**src/thch_defs.svh**
```systemverilog
`ifndef THCH_DEFS_SVH
`define THCH_DEFS_SVH
`define THCH_ADDR_ARG1     8'h0E
`define THCH_ADDR_ARG0     8'h0F
`define THCH_ADDR_CMD      8'h10
`define THCH_ADDR_LAST     8'h11
`define THCH_ADDR_MINOR    8'h12
`define THCH_ADDR_CONTENTS 8'h1E
`define THCH_ADDR_TID      8'h1F
`define THCH_PAGE_FIRST    8'h20
`define THCH_PAGE_LAST     8'h9F
`define THCH_PAGE_BYTES    8'h80
`define THCH_CMD_MEASURE   8'h04
`define THCH_CMD_CONTINUE  8'h32
`define THCH_CMD_SERIAL    8'h47
`define THCH_CMD_ADDR      8'h49
`define THCH_CMD_HIST_LO   8'h80
`define THCH_CMD_HIST_HI   8'h93
`define THCH_CMD_STOP      8'hFF
`define THCH_CODE_SERIAL   8'h47
`define THCH_MINOR_REV     8'h00
`define THCH_ADDR_RESET    7'h41
`define THCH_ZERO8         8'h00
`define THCH_FIFO_DEPTH    16
`define THCH_FIFO_WIDTH    8
`endif

```
**src/thch_pkg.sv**
```systemverilog
package thch_pkg;
	typedef logic [7:0] thch_byte_type;
	typedef enum logic [1:0] {
		FS_IDLE = 2'b00,
		FS_REQ  = 2'b01,
		FS_FILL = 2'b10
	} thch_fill_state_type;
endpackage

```
**src/thch_fifo.sv**
```systemverilog
`timescale 1ns/1ps
module thch_fifo #(
	parameter int WIDTH = 8,
	parameter int DEPTH = 16
) (
	input  wire logic             sys_clk,
	input  wire logic             rst_n,
	input  wire logic [WIDTH-1:0] in_data,
	input  wire logic             in_valid,
	output logic                  in_ready,
	output logic      [WIDTH-1:0] out_data,
	output logic                  out_valid,
	input  wire logic             out_ready
);
	localparam int AW = $clog2(DEPTH);
	logic [WIDTH-1:0] mem [DEPTH];
	logic [AW-1:0]    wr_ptr_reg;
	logic [AW-1:0]    rd_ptr_reg;
	logic [AW:0]      count_reg;
	logic [AW:0]      count_next;
	logic             ready_reg;
	logic             push;
	logic             pop;

	// ready comes from a flop so the producer never sees a combinational path
	assign in_ready  = ready_reg;
	assign out_valid = (count_reg != '0);
	assign out_data  = mem[rd_ptr_reg];
	assign push      = in_valid && in_ready;
	assign pop       = out_valid && out_ready;

	always_comb begin
		count_next = count_reg;
		if (push && !pop)
			count_next = count_reg + 1'b1;
		else if (pop && !push)
			count_next = count_reg - 1'b1;
	end

	always_ff @(posedge sys_clk) begin
		if (push)
			mem[wr_ptr_reg] <= in_data;
	end

	always_ff @(posedge sys_clk or negedge rst_n) begin
		if (!rst_n) begin
			wr_ptr_reg <= '0;
			rd_ptr_reg <= '0;
			count_reg  <= '0;
			ready_reg  <= 1'b1;
		end else begin
			if (push)
				wr_ptr_reg <= wr_ptr_reg + 1'b1;
			if (pop)
				rd_ptr_reg <= rd_ptr_reg + 1'b1;
			count_reg <= count_next;
			ready_reg <= (count_next != (AW+1)'(DEPTH));
		end
	end
endmodule

```
**src/thch_handler.sv**
```systemverilog
`timescale 1ns/1ps
`include "thch_defs.svh"
module thch_handler (
	input  wire logic                  sys_clk,
	input  wire logic                  rst_n,
	input  wire logic                  reg_wr_en,
	input  wire logic                  reg_rd_en,
	input  wire logic [7:0]            reg_addr,
	input  wire thch_pkg::thch_byte_type reg_wdata,
	output thch_pkg::thch_byte_type    reg_rdata,
	input  wire logic                  read_done,
	input  wire logic [1:0]            gpio_pin,
	input  wire logic [31:0]           serial_number,
	input  wire logic                  hist_readout_en,
	input  wire logic                  hist_avail,
	input  wire logic                  state_busy,
	input  wire thch_pkg::thch_byte_type hist_data,
	input  wire logic                  hist_valid,
	output logic                       hist_ready,
	output logic                       hist_req,
	output logic [4:0]                 hist_sel,
	output logic                       seq_halt,
	output logic                       seq_resume,
	output logic                       meas_start,
	output logic                       meas_run,
	output logic                       seq_idle,
	output logic [6:0]                 bus_address
);
	import thch_pkg::*;

	thch_byte_type       page_mem [128];
	thch_byte_type       cmd_reg;
	thch_byte_type       arg0_reg;
	thch_byte_type       arg1_reg;
	thch_byte_type       last_cmd_reg;
	thch_byte_type       contents_reg;
	thch_byte_type       tid_reg;
	thch_byte_type       page_code_reg;
	thch_byte_type       rdata_reg;
	thch_byte_type       rdata_next;
	thch_fill_state_type fill_reg;
	logic [6:0]          fill_idx_reg;
	logic [6:0]          addr_reg;
	logic                cmd_pend_reg;
	logic                stop_pend_reg;
	logic                halt_reg;
	logic                resume_reg;
	logic                start_reg;
	logic                run_reg;
	logic                idle_reg;
	logic                req_reg;
	logic [1:0]          sync1_reg;
	logic [1:0]          sync2_reg;
	logic [1:0]          sync3_reg;
	logic [1:0]          pin_reg;
	logic                pin_cond;
	logic                in_page;
	logic                adv_ok;
	logic                start_fill;
	logic                fill_done;
	logic                fifo_valid;
	thch_byte_type       fifo_data;
	logic                fifo_pop;

	assign reg_rdata   = rdata_reg;
	assign hist_req    = req_reg;
	assign hist_sel    = page_code_reg[4:0];
	assign seq_halt    = halt_reg;
	assign seq_resume  = resume_reg;
	assign meas_start  = start_reg;
	assign meas_run    = run_reg;
	assign seq_idle    = idle_reg;
	assign bus_address = addr_reg;

	////////////////////////////////////////////////////////////////////////
	// pin levels: a change is taken once the second and third stages agree
	always_ff @(posedge sys_clk or negedge rst_n) begin
		if (!rst_n) begin
			sync1_reg <= 2'h0;
			sync2_reg <= 2'h0;
			sync3_reg <= 2'h0;
			pin_reg   <= 2'h0;
		end else begin
			sync1_reg <= gpio_pin;
			sync2_reg <= sync1_reg;
			sync3_reg <= sync2_reg;
			if (sync2_reg == sync3_reg)
				pin_reg <= sync3_reg;
		end
	end

	// bits 7:4 of argument 0 are ignored; the sum form keeps pins separate
	assign pin_cond = ({1'b0, arg0_reg[1] & pin_reg[1], 1'b0} +
	                   {2'b00, arg0_reg[0] & pin_reg[0]}) ==
	                  ({1'b0, arg0_reg[3], 1'b0} + {2'b00, arg0_reg[2]});

	////////////////////////////////////////////////////////////////////////
	// register port
	always_ff @(posedge sys_clk or negedge rst_n) begin
		if (!rst_n) begin
			cmd_reg      <= `THCH_ZERO8;
			arg0_reg     <= `THCH_ZERO8;
			arg1_reg     <= `THCH_ZERO8;
			cmd_pend_reg <= 1'b0;
		end else begin
			// decode waits one cycle so the byte write is complete
			cmd_pend_reg <= reg_wr_en && reg_addr == `THCH_ADDR_CMD;
			if (reg_wr_en) begin
				case (reg_addr)
				`THCH_ADDR_CMD:  cmd_reg  <= reg_wdata;
				`THCH_ADDR_ARG0: arg0_reg <= reg_wdata;
				`THCH_ADDR_ARG1: arg1_reg <= reg_wdata;
				default:         ;
				endcase
			end
		end
	end

	always_comb begin
		rdata_next = `THCH_ZERO8;
		if (reg_addr >= `THCH_PAGE_FIRST && reg_addr <= `THCH_PAGE_LAST)
			rdata_next = page_mem[reg_addr[6:0]];
		else begin
			case (reg_addr)
			`THCH_ADDR_ARG1:     rdata_next = arg1_reg;
			`THCH_ADDR_ARG0:     rdata_next = arg0_reg;
			`THCH_ADDR_CMD:      rdata_next = cmd_reg;
			`THCH_ADDR_LAST:     rdata_next = last_cmd_reg;
			`THCH_ADDR_MINOR:    rdata_next = `THCH_MINOR_REV;
			`THCH_ADDR_CONTENTS: rdata_next = contents_reg;
			`THCH_ADDR_TID:      rdata_next = tid_reg;
			default:             rdata_next = `THCH_ZERO8;
			endcase
		end
	end

	always_ff @(posedge sys_clk or negedge rst_n) begin
		if (!rst_n)
			rdata_reg <= `THCH_ZERO8;
		else if (reg_rd_en)
			rdata_reg <= rdata_next;
	end

	////////////////////////////////////////////////////////////////////////
	// command execution
	always_ff @(posedge sys_clk or negedge rst_n) begin
		if (!rst_n) begin
			last_cmd_reg <= `THCH_ZERO8;
			addr_reg     <= `THCH_ADDR_RESET;
			start_reg    <= 1'b0;
			resume_reg   <= 1'b0;
		end else begin
			start_reg  <= 1'b0;
			resume_reg <= 1'b0;
			if (cmd_pend_reg) begin
				last_cmd_reg <= cmd_reg;
				case (cmd_reg)
				`THCH_CMD_MEASURE:  start_reg  <= 1'b1;
				`THCH_CMD_CONTINUE: resume_reg <= halt_reg;
				`THCH_CMD_ADDR:
					if (pin_cond)
						addr_reg <= arg1_reg[7:1];
				default: ;
				endcase
			end
		end
	end

	// a stop never cuts the running state short; it waits for busy to drop
	always_ff @(posedge sys_clk or negedge rst_n) begin
		if (!rst_n) begin
			stop_pend_reg <= 1'b0;
			run_reg       <= 1'b0;
			idle_reg      <= 1'b0;
		end else begin
			idle_reg <= 1'b0;
			if (stop_pend_reg && !state_busy) begin
				stop_pend_reg <= 1'b0;
				run_reg       <= 1'b0;
				idle_reg      <= 1'b1;
			end else if (cmd_pend_reg && cmd_reg == `THCH_CMD_STOP)
				stop_pend_reg <= 1'b1;
			else if (cmd_pend_reg && cmd_reg == `THCH_CMD_MEASURE)
				run_reg <= 1'b1;
		end
	end

	// a new histogram wins over a continue issued in the same cycle
	always_ff @(posedge sys_clk or negedge rst_n) begin
		if (!rst_n)
			halt_reg <= 1'b0;
		else if (hist_avail && hist_readout_en)
			halt_reg <= 1'b1;
		else if ((cmd_pend_reg && cmd_reg == `THCH_CMD_CONTINUE) || idle_reg)
			halt_reg <= 1'b0;
	end

	////////////////////////////////////////////////////////////////////////
	// histogram page filling
	assign in_page = contents_reg >= `THCH_CMD_HIST_LO &&
	                 contents_reg <= `THCH_CMD_HIST_HI;
	// the last quarter of the last channel has no successor
	assign adv_ok = read_done && in_page && contents_reg != `THCH_CMD_HIST_HI;
	assign start_fill = fill_reg == FS_IDLE && (adv_ok || (cmd_pend_reg &&
	                    cmd_reg >= `THCH_CMD_HIST_LO &&
	                    cmd_reg <= `THCH_CMD_HIST_HI));
	assign fifo_pop  = fill_reg == FS_FILL && fifo_valid;
	assign fill_done = fifo_pop && fill_idx_reg == 7'h7F;

	always_ff @(posedge sys_clk or negedge rst_n) begin
		if (!rst_n) begin
			fill_reg      <= FS_IDLE;
			fill_idx_reg  <= 7'h00;
			page_code_reg <= `THCH_CMD_HIST_LO;
			req_reg       <= 1'b0;
		end else begin
			req_reg <= 1'b0;
			case (fill_reg)
			FS_IDLE:
				if (start_fill) begin
					// code+1 carries the quarter into the channel field
					page_code_reg <= adv_ok ? contents_reg + 8'h01 :
					                 cmd_reg;
					fill_reg      <= FS_REQ;
				end
			FS_REQ: begin
				req_reg      <= 1'b1;
				fill_idx_reg <= 7'h00;
				fill_reg     <= FS_FILL;
			end
			FS_FILL:
				if (fifo_pop) begin
					fill_idx_reg <= fill_idx_reg + 7'h01;
					if (fill_done)
						fill_reg <= FS_IDLE;
				end
			default: fill_reg <= FS_IDLE;
			endcase
		end
	end

	// page byte i sits at location 0x20+i, so index is address bits 6:0
	always_ff @(posedge sys_clk) begin
		if (fifo_pop)
			page_mem[fill_idx_reg + 7'(`THCH_PAGE_FIRST)] <= fifo_data;
		else if (cmd_pend_reg && cmd_reg == `THCH_CMD_SERIAL) begin
			page_mem[7'h20] <= serial_number[7:0];
			page_mem[7'h21] <= serial_number[15:8];
			page_mem[7'h22] <= serial_number[23:16];
			page_mem[7'h23] <= serial_number[31:24];
		end
	end

	always_ff @(posedge sys_clk or negedge rst_n) begin
		if (!rst_n) begin
			contents_reg <= `THCH_ZERO8;
			tid_reg      <= `THCH_ZERO8;
		end else if (fill_done) begin
			contents_reg <= page_code_reg;
			tid_reg      <= tid_reg + 8'h01;
		end else if (cmd_pend_reg && cmd_reg == `THCH_CMD_SERIAL) begin
			contents_reg <= `THCH_CODE_SERIAL;
			tid_reg      <= tid_reg + 8'h01;
		end
	end

	thch_fifo #(
		.WIDTH (`THCH_FIFO_WIDTH),
		.DEPTH (`THCH_FIFO_DEPTH)
	) u_fifo (
		.sys_clk   (sys_clk),
		.rst_n     (rst_n),
		.in_data   (hist_data),
		.in_valid  (hist_valid),
		.in_ready  (hist_ready),
		.out_data  (fifo_data),
		.out_valid (fifo_valid),
		.out_ready (fifo_pop)
	);
endmodule

```
**config.mk**
```make
export PLATFORM = sky130hd
export DESIGN_NAME = thch_handler
export DESIGN_NICKNAME = d
export VERILOG_FILES = /design/src/thch_pkg.sv /design/src/thch_fifo.sv /design/src/thch_handler.sv
export VERILOG_INCLUDE_DIRS = /design/src
export SDC_FILE = /design/constraint.sdc
export NUM_CORES = 1
export LEC_CHECK = 0
export ABC_AREA = 0
export BUFFER_PORTS_ARGS = -buffer_cell sky130_fd_sc_hd__clkbuf_2
export CORE_MARGIN = 2
export CORE_UTILIZATION = 35
export CTS_CLUSTER_DIAMETER = 50
export DETAILED_ROUTE_END_ITERATION = 7
export PLACE_DENSITY = 0.53
export SLEW_MARGIN = 20
export SYNTH_ARGS = -nofsm -noshare
export SYNTH_HDL_FRONTEND = slang
export SYNTH_HIERARCHICAL = 1
export SYNTH_SLANG_ARGS = --single-unit
export TNS_END_PERCENT = 30
```
**constraint.sdc**
```tcl
create_clock -name sys_clk -period 2.85 [get_ports sys_clk]
set_input_delay 0.57 -clock sys_clk [delete_from_list [all_inputs] [get_ports sys_clk]]
set_output_delay 0.57 -clock sys_clk [all_outputs]
set_load 0.02 [all_outputs]
```
* Yosys cells after proc, flatten, opt, wreduce, memory -nomap -nowiden
Memory sizes are Yosys's and may differ from the RTL's. Cells that the tools add are included.
Operators by class: multiplexer cells 38, equal/unequal tests 22, magnitude comparators 6, reductions and logical operators 41, add/subtract/negate cells 10, bitwise operators 2
Operators by type and width (count):
- $mux 8 | 7
- $pmux 8 s6 | 1
- $eq 8x5->1 const B | 4
- $le 8x8->1 const B | 3
- $mux 1 | 21
- $logic_and 1x1->1 | 20
- $add 8x1->8 const B | 2
- $eq 8x4->1 const B | 2
- $eq 8x7->1 const B | 2
- $ge 8x8->1 const B | 2
- $mux 7 | 2
- $pmux 7 s2 | 1
- $reduce_and 2->1 | 6
- $mux 5 | 2
- $reduce_bool 2->1 | 5
- $add 4x1->4 const B | 2
- $eq 8x3->1 const B | 1
- $eq 8x6->1 const B | 1
- $eq 8x8->1 const B | 1
- $ge 8x6->1 const B | 1
- $ne 2x2->1 const B | 4
- $ne 8x8->1 const B | 1
- $reduce_or 8->1 | 1
- $add 7x1->7 const B | 1
- other kinds (18) | 26
Storage, ports and cells: flip-flop bits (word level) 110, output and inout port bits 27, logic and storage cells 148, bits of input ports 67, bits in writable memories 1152, memories kept 2
Memories:
- page_mem | words 128, width 8, read ports 1, clocked after memory_dff 0, wr ports 4, line thch_handler.sv:31 | thch_byte_type page_mem [128];
- u_fifo.mem | words 16, width 8, read ports 1, clocked after memory_dff 0, wr ports 1, line thch_fifo.sv:16 | logic [WIDTH-1:0] mem [DEPTH];

* Logic depth before layout (Yosys ltp)
depth after elaboration 8, mapped depth 12, gate-level depth less buffers 9

* Cells and area by module
The synthesis kept the hierarchy.
Modules (own cells, without submodules):
- thch_handler | seq. area each 33155.5 um^2, area each 44706.6 um^2, times used 1, cells each 2327
- thch_fifo | seq. area each 4195.3 um^2, area each 5657.9 um^2, times used 1, cells each 270

* Worst setup path before layout
OpenSTA, ideal clock, no wires.
path kind reg-to-reg, start point register u_fifo.rd_ptr_reg[0], end point memory page_mem[32][0] (netlist name) (data pin), slack -190 ps, data required time 2588 ps, period minus slack after synthesis 3040 ps, setup time 262 ps, arrival time 2778 ps, path buffers 2, cell stages (with the launch flop) 7, cell sequence dfrtp_1 -> clkbuf_1 -> buf_2 -> mux4_2 -> mux4_2 -> nand2_1 -> nand2_1
RTL lines:
- from (decl) | line thch_fifo.sv:18 | logic [AW-1:0] rd_ptr_reg;
- from (signal assigned) | line thch_fifo.sv:55 | rd_ptr_reg <= rd_ptr_reg + 1'b1;
- to (decl) | line thch_handler.sv:31

==> impl_metrics.py <==
metrics = {
    "global_routing": {
        "grt_pass1_vias": 28430,
        "antenna_found_initial": 4,
        "grt-ovfl-total": 0,
        "grt_first_pass_wirelength_mm": 196.6,
        "maximum_number_of_pins_on_one_net_before_global_route_repair": 55,
        "grtUsageTotal_pct": 18.51,
    },
    "detailed_routing": {
        "detail_route.drc_violations": 0,
        "route.detailed.vias_per_inst": 5.281,
        "drt_wl_total_mm": 136.2,
        "postRouteAntennaNets": 0,
        "detail_route.wl_per_cell_um": 26.54,
        "initialDrtViolationCount": 2695,
        "drt_pass1_iterations": 5,
        "via_count": 27100,
    },
    "clocking": {
        "cts_buffer_depth": 3,
        "clk_transition_reported_paths_ns": 0.06,
        "tritoncts_num_sinks": 1262,
        "clock_tree.root_cell": "sky130_fd_sc_hd__clkbuf_16",
        "htree_num_levels": 4,
        "tritoncts": "yes",
        "cts_made_buffers": 143,
        "clkLatencyLatePin_ns": 0.78,
    },
    "timing": {
        "finalHoldViolations": 0,
        "rsz0062_at_grt": "yes",
        "final_critical_path_setup_slack_ns": 0.07415,
        "worst_slew_pin_slew_ns": 0.9446,
        "fin_crit_ns": 2.776,
        "final.period_utilization_pct": 97.40,
        "finalSetupViolations": 0,
        "finClkSkew_ns": 0.02989,
        "relSlewSlack_pct": 36.80,
        "drv_slew": 0,
        "max_clock_freq_mhz": 360.3,
    },
    "placed_design": {
        "pre_cts_worst_setup_slack_ns": -0.4507,
        "number_of_instances_in_the_placed_design": 4865,
        "gp_congestion": 0.8692,
        "port_buffers": 93,
        "detailedPlacementHpwl_mm": 91.83,
    },
    "critical_path": {
        "critical_path.max_stage_delay_ns": 0.96,
        "worstPathCellList": "buf_12 -> mux4_2 -> mux4_4 -> buf_12",
        "critPathMaxFanout": 48,
        "critPathMostFrequentCell": "sky130_fd_sc_hd__buf_12",
        "worstSetupPathType": "reg -> reg",
        "critPathBufInv": 2,
        "crit_path_top_delay_cell": "sky130_fd_sc_hd__mux4_4",
        "crit_arrival_ns": 3.24,
        "critical_path.endpoint_type": "flip-flop",
        "timing.critical_path.required_ns": 3.32,
        "timing.critical_path.max_delay_family": "multiplexers",
        "start_kind": "flip-flop",
    },
    "cells_and_area": {
        "area_of_the_multi_input_gates_mm2": 0.01224,
        "top_register": "page_mem",
        "instances_no_fill": 5132,
        "syn_to_final_growth_pct": 21.09,
        "num-nets-final": 3193,
        "number_of_flip_flops_under_the_largest_register_name": 1024,
        "n_fill_cell": 12500,
        "drive_gt1_share_pct": 35.20,
        "regArea_mm2": 0.03735,
        "biggestRegsByFlops": "page_mem x1024, u_fifo/mem x128",
    },
    "outcome": {
        "result_of_the_run": "finished clean",
    },
    "logic_synthesis": {
        "post_synthesis_sequential_area_ratio_pct": 74.16,
        "avgSynthCellArea_um2": 19.39,
        "synth_edf_count": 1152,
        "asyncSetResetFlopFracSynth_pct": 8.716,
        "ys_seq_elements": 1262,
        "synth.yosys.warnings": 6,
        "post_synth_num_cell_types": 79,
        "cells_after_synthesis": 2597,
        "netlist_area_mm2": 0.05036,
        "syn-num-nets": 2675,
        "postSynth.topFlopCell": "sky130_fd_sc_hd__edfxtp_1",
    },
    "power": {
        "power.leakage_nw": 20.85,
        "clockPowerShare_pct": 30.9,
        "seq_power_share_pct": 45.9,
        "irDropWorstVdd_v": 0.0006644,
        "combPwrFrac_pct": 23.1,
        "p_sw_share_pct": 29.65,
        "internal-power_mw": 40.70,
        "power_density_mw_per_mm2": 948.5,
        "design_power_total_mw": 57.84,
        "power.net_switching_mw": 17.15,
    },
    "floorplanning": {
        "fp.coreArea_mm2": 0.1433,
        "effective_utilization_at_floorplan_pct": 35.14,
        "dieArea_mm2": 0.1470,
        "top_level_ports": 94,
        "floorplan.rows": 139,
        "die_height_um": 383.3,
        "floorplan.die.width_um": 383.3,
    },
    "run": {
        "cap_viol_max_count": 0,
    },
    "worst_hold_path": {
        "min-delay-path-class": "in -> reg",
    },
}
cells by family after synthesis:
logic type | count (synthesis) | share of synthesized area (%)
xor+xnor | 23 | 0.4000
fa+ha+maj | 12 | 0.2931
compound gates | 204 | 2.840
simple gates | 491 | 4.504
buf+inv | 165 | 1.799
mux | 440 | 16.00
flops | 1262 | 74.16
cell usage after synthesis (all sizes together) (4+ instances only):
| master | n | area share (%) |
|---|---|---|
| mux2 | 72 | 1.6 |
| nor2b | 17 | 0.21 |
| mux4 | 285 | 13 |
| dfrtp | 106 | 5.3 |
| buf | 74 | 1.1 |
| clkbuf | 73 | 0.54 |
| nor4 | 6 | 0.087 |
| or3 | 4 | 0.050 |
| a222oi | 7 | 0.14 |
| a211o | 4 | 0.070 |
| mux2i | 83 | 1.6 |
| o31a | 4 | 0.070 |
| xor2 | 5 | 0.087 |
| nand2 | 169 | 1.3 |
| o211ai | 6 | 0.089 |
| o21ai | 43 | 0.43 |
| inv | 17 | 0.13 |
| o22ai | 8 | 0.099 |
| a22oi | 9 | 0.13 |
| xnor2 | 18 | 0.31 |
| ha | 11 | 0.27 |
| nand2b | 11 | 0.14 |
| a22o | 7 | 0.12 |
| nand3 | 28 | 0.28 |
| edfxtp | 1152 | 69 |
| nand4 | 14 | 0.17 |
| a211oi | 13 | 0.19 |
| dfstp | 4 | 0.21 |
| a21oi | 37 | 0.37 |
| a221oi | 8 | 0.14 |
| and2 | 24 | 0.30 |
| and3 | 11 | 0.14 |
| nor3b | 8 | 0.12 |
| o221ai | 19 | 0.33 |
| nor3 | 16 | 0.17 |
| a31oi | 7 | 0.087 |
| nor2 | 163 | 1.2 |
layer usage:
layer / part of all wire (%) / global-route usage [%]
met2: 47 / 29.14
met4: 3.1 / 6.580
met5: 0.0081 / 0
met3: 7.5 / 4.627
met1: 43 / 25.01
worst paths after layout:
path | from | to | slack, ns | cells past startpoint
setup / recovery | u_fifo/rd_ptr_reg[0]$_DFFE_PN0P_ | page_mem[0][1]$_DFFE_PP_ | 0.07 | 4
hold / removal | reg_wdata[4] | arg1_reg[4]$_DFFE_PN0P_ | 0.08 | 2
setup reg to reg | u_fifo/rd_ptr_reg[0]$_DFFE_PN0P_ | page_mem[0][1]$_DFFE_PP_ | 0.07 | 4
hold reg to reg | sync1_reg[1]$_DFF_PN0_ | sync2_reg[1]$_DFF_PN0_ | 0.36 | 0
max in group asynchronous | rst_n | bus_address[6]$_DFFE_PN1P_ | 1.74 | 3
min in group asynchronous | rst_n | sync3_reg[1]$_DFF_PN0_ | 0.30 | 2
area by class of cell:
cell class | count | share of cell area [%]
clock inverters | 79 | 1.272
diodes | 2 | 0.008206
multi-input cells | 1170 | 20.07
clock buffers | 178 | 6.237
repair buffers | 520 | 7.154
flip-flops and latches | 1262 | 61.24
well taps | 1903 | 3.904
inverters | 18 | 0.1108
power by group through the flow:
| stage | combinational (mW) | clock, mW | sequential, mW |
|---|---|---|---|
| floorplan | 5.71 | 0 | 26.9 |
| global placement | 12.8 | 0 | 26.9 |
| detailed placement | 13.4 | 0 | 26.9 |
| CTS | 13.4 | 18.3 | 26.6 |
| global route | 14.3 | 19.0 | 26.6 |
| finish | 13.4 | 17.9 | 26.6 |
cell usage in the layout, fill, tap and decap left out, types with 18 or more instances in the layout:
cell,count
sky130_fd_sc_hd__a21oi_1,37
sky130_fd_sc_hd__and2_1,22
sky130_fd_sc_hd__buf_12,51
sky130_fd_sc_hd__buf_4,371
sky130_fd_sc_hd__clkbuf_1,29
sky130_fd_sc_hd__clkbuf_16,146
sky130_fd_sc_hd__clkbuf_2,88
sky130_fd_sc_hd__clkinv_1,23
sky130_fd_sc_hd__dfrtp_1,105
sky130_fd_sc_hd__edfxtp_1,1152
sky130_fd_sc_hd__mux2_2,72
sky130_fd_sc_hd__mux2i_1,83
sky130_fd_sc_hd__mux4_2,277
sky130_fd_sc_hd__nand2_1,165
sky130_fd_sc_hd__nand3_1,27
sky130_fd_sc_hd__nor2_1,134
sky130_fd_sc_hd__nor2_2,27
sky130_fd_sc_hd__o21ai_0,39
sky130_fd_sc_hd__o221ai_1,19
sky130_fd_sc_hd__xnor2_1,18
what timing repair did:
action / 4_1_cts / 5_1_grt
hold endpoints to repair: 28 / 0
gates resized for setup: 21 / 24
setup buffers: 0 / 2
pin swaps: 0 / 1
setup endpoints to repair: 334 / 453
hold buffers: 6 / 0
metrics by stage:
step | hold slack, ns | utilization (%) | cell area (um^2) | setup TNS [ns]
3_5_place_dp | 0.3364 | 39.21 | 56200 | -28.44
3_3_place_gp | 0.3480 | 39.21 | 56200 | -14.06
4_1_cts | 0.02025 | 42.50 | 60900 | 0
5_1_grt | 0.05921 | 42.56 | 60990 | -0.1981
2_1_floorplan | 0.2744 | - | 50390 | 0
6_report | 0.07644 | 42.56 | 60990 | 0
(Power assumes the default switching activity.)
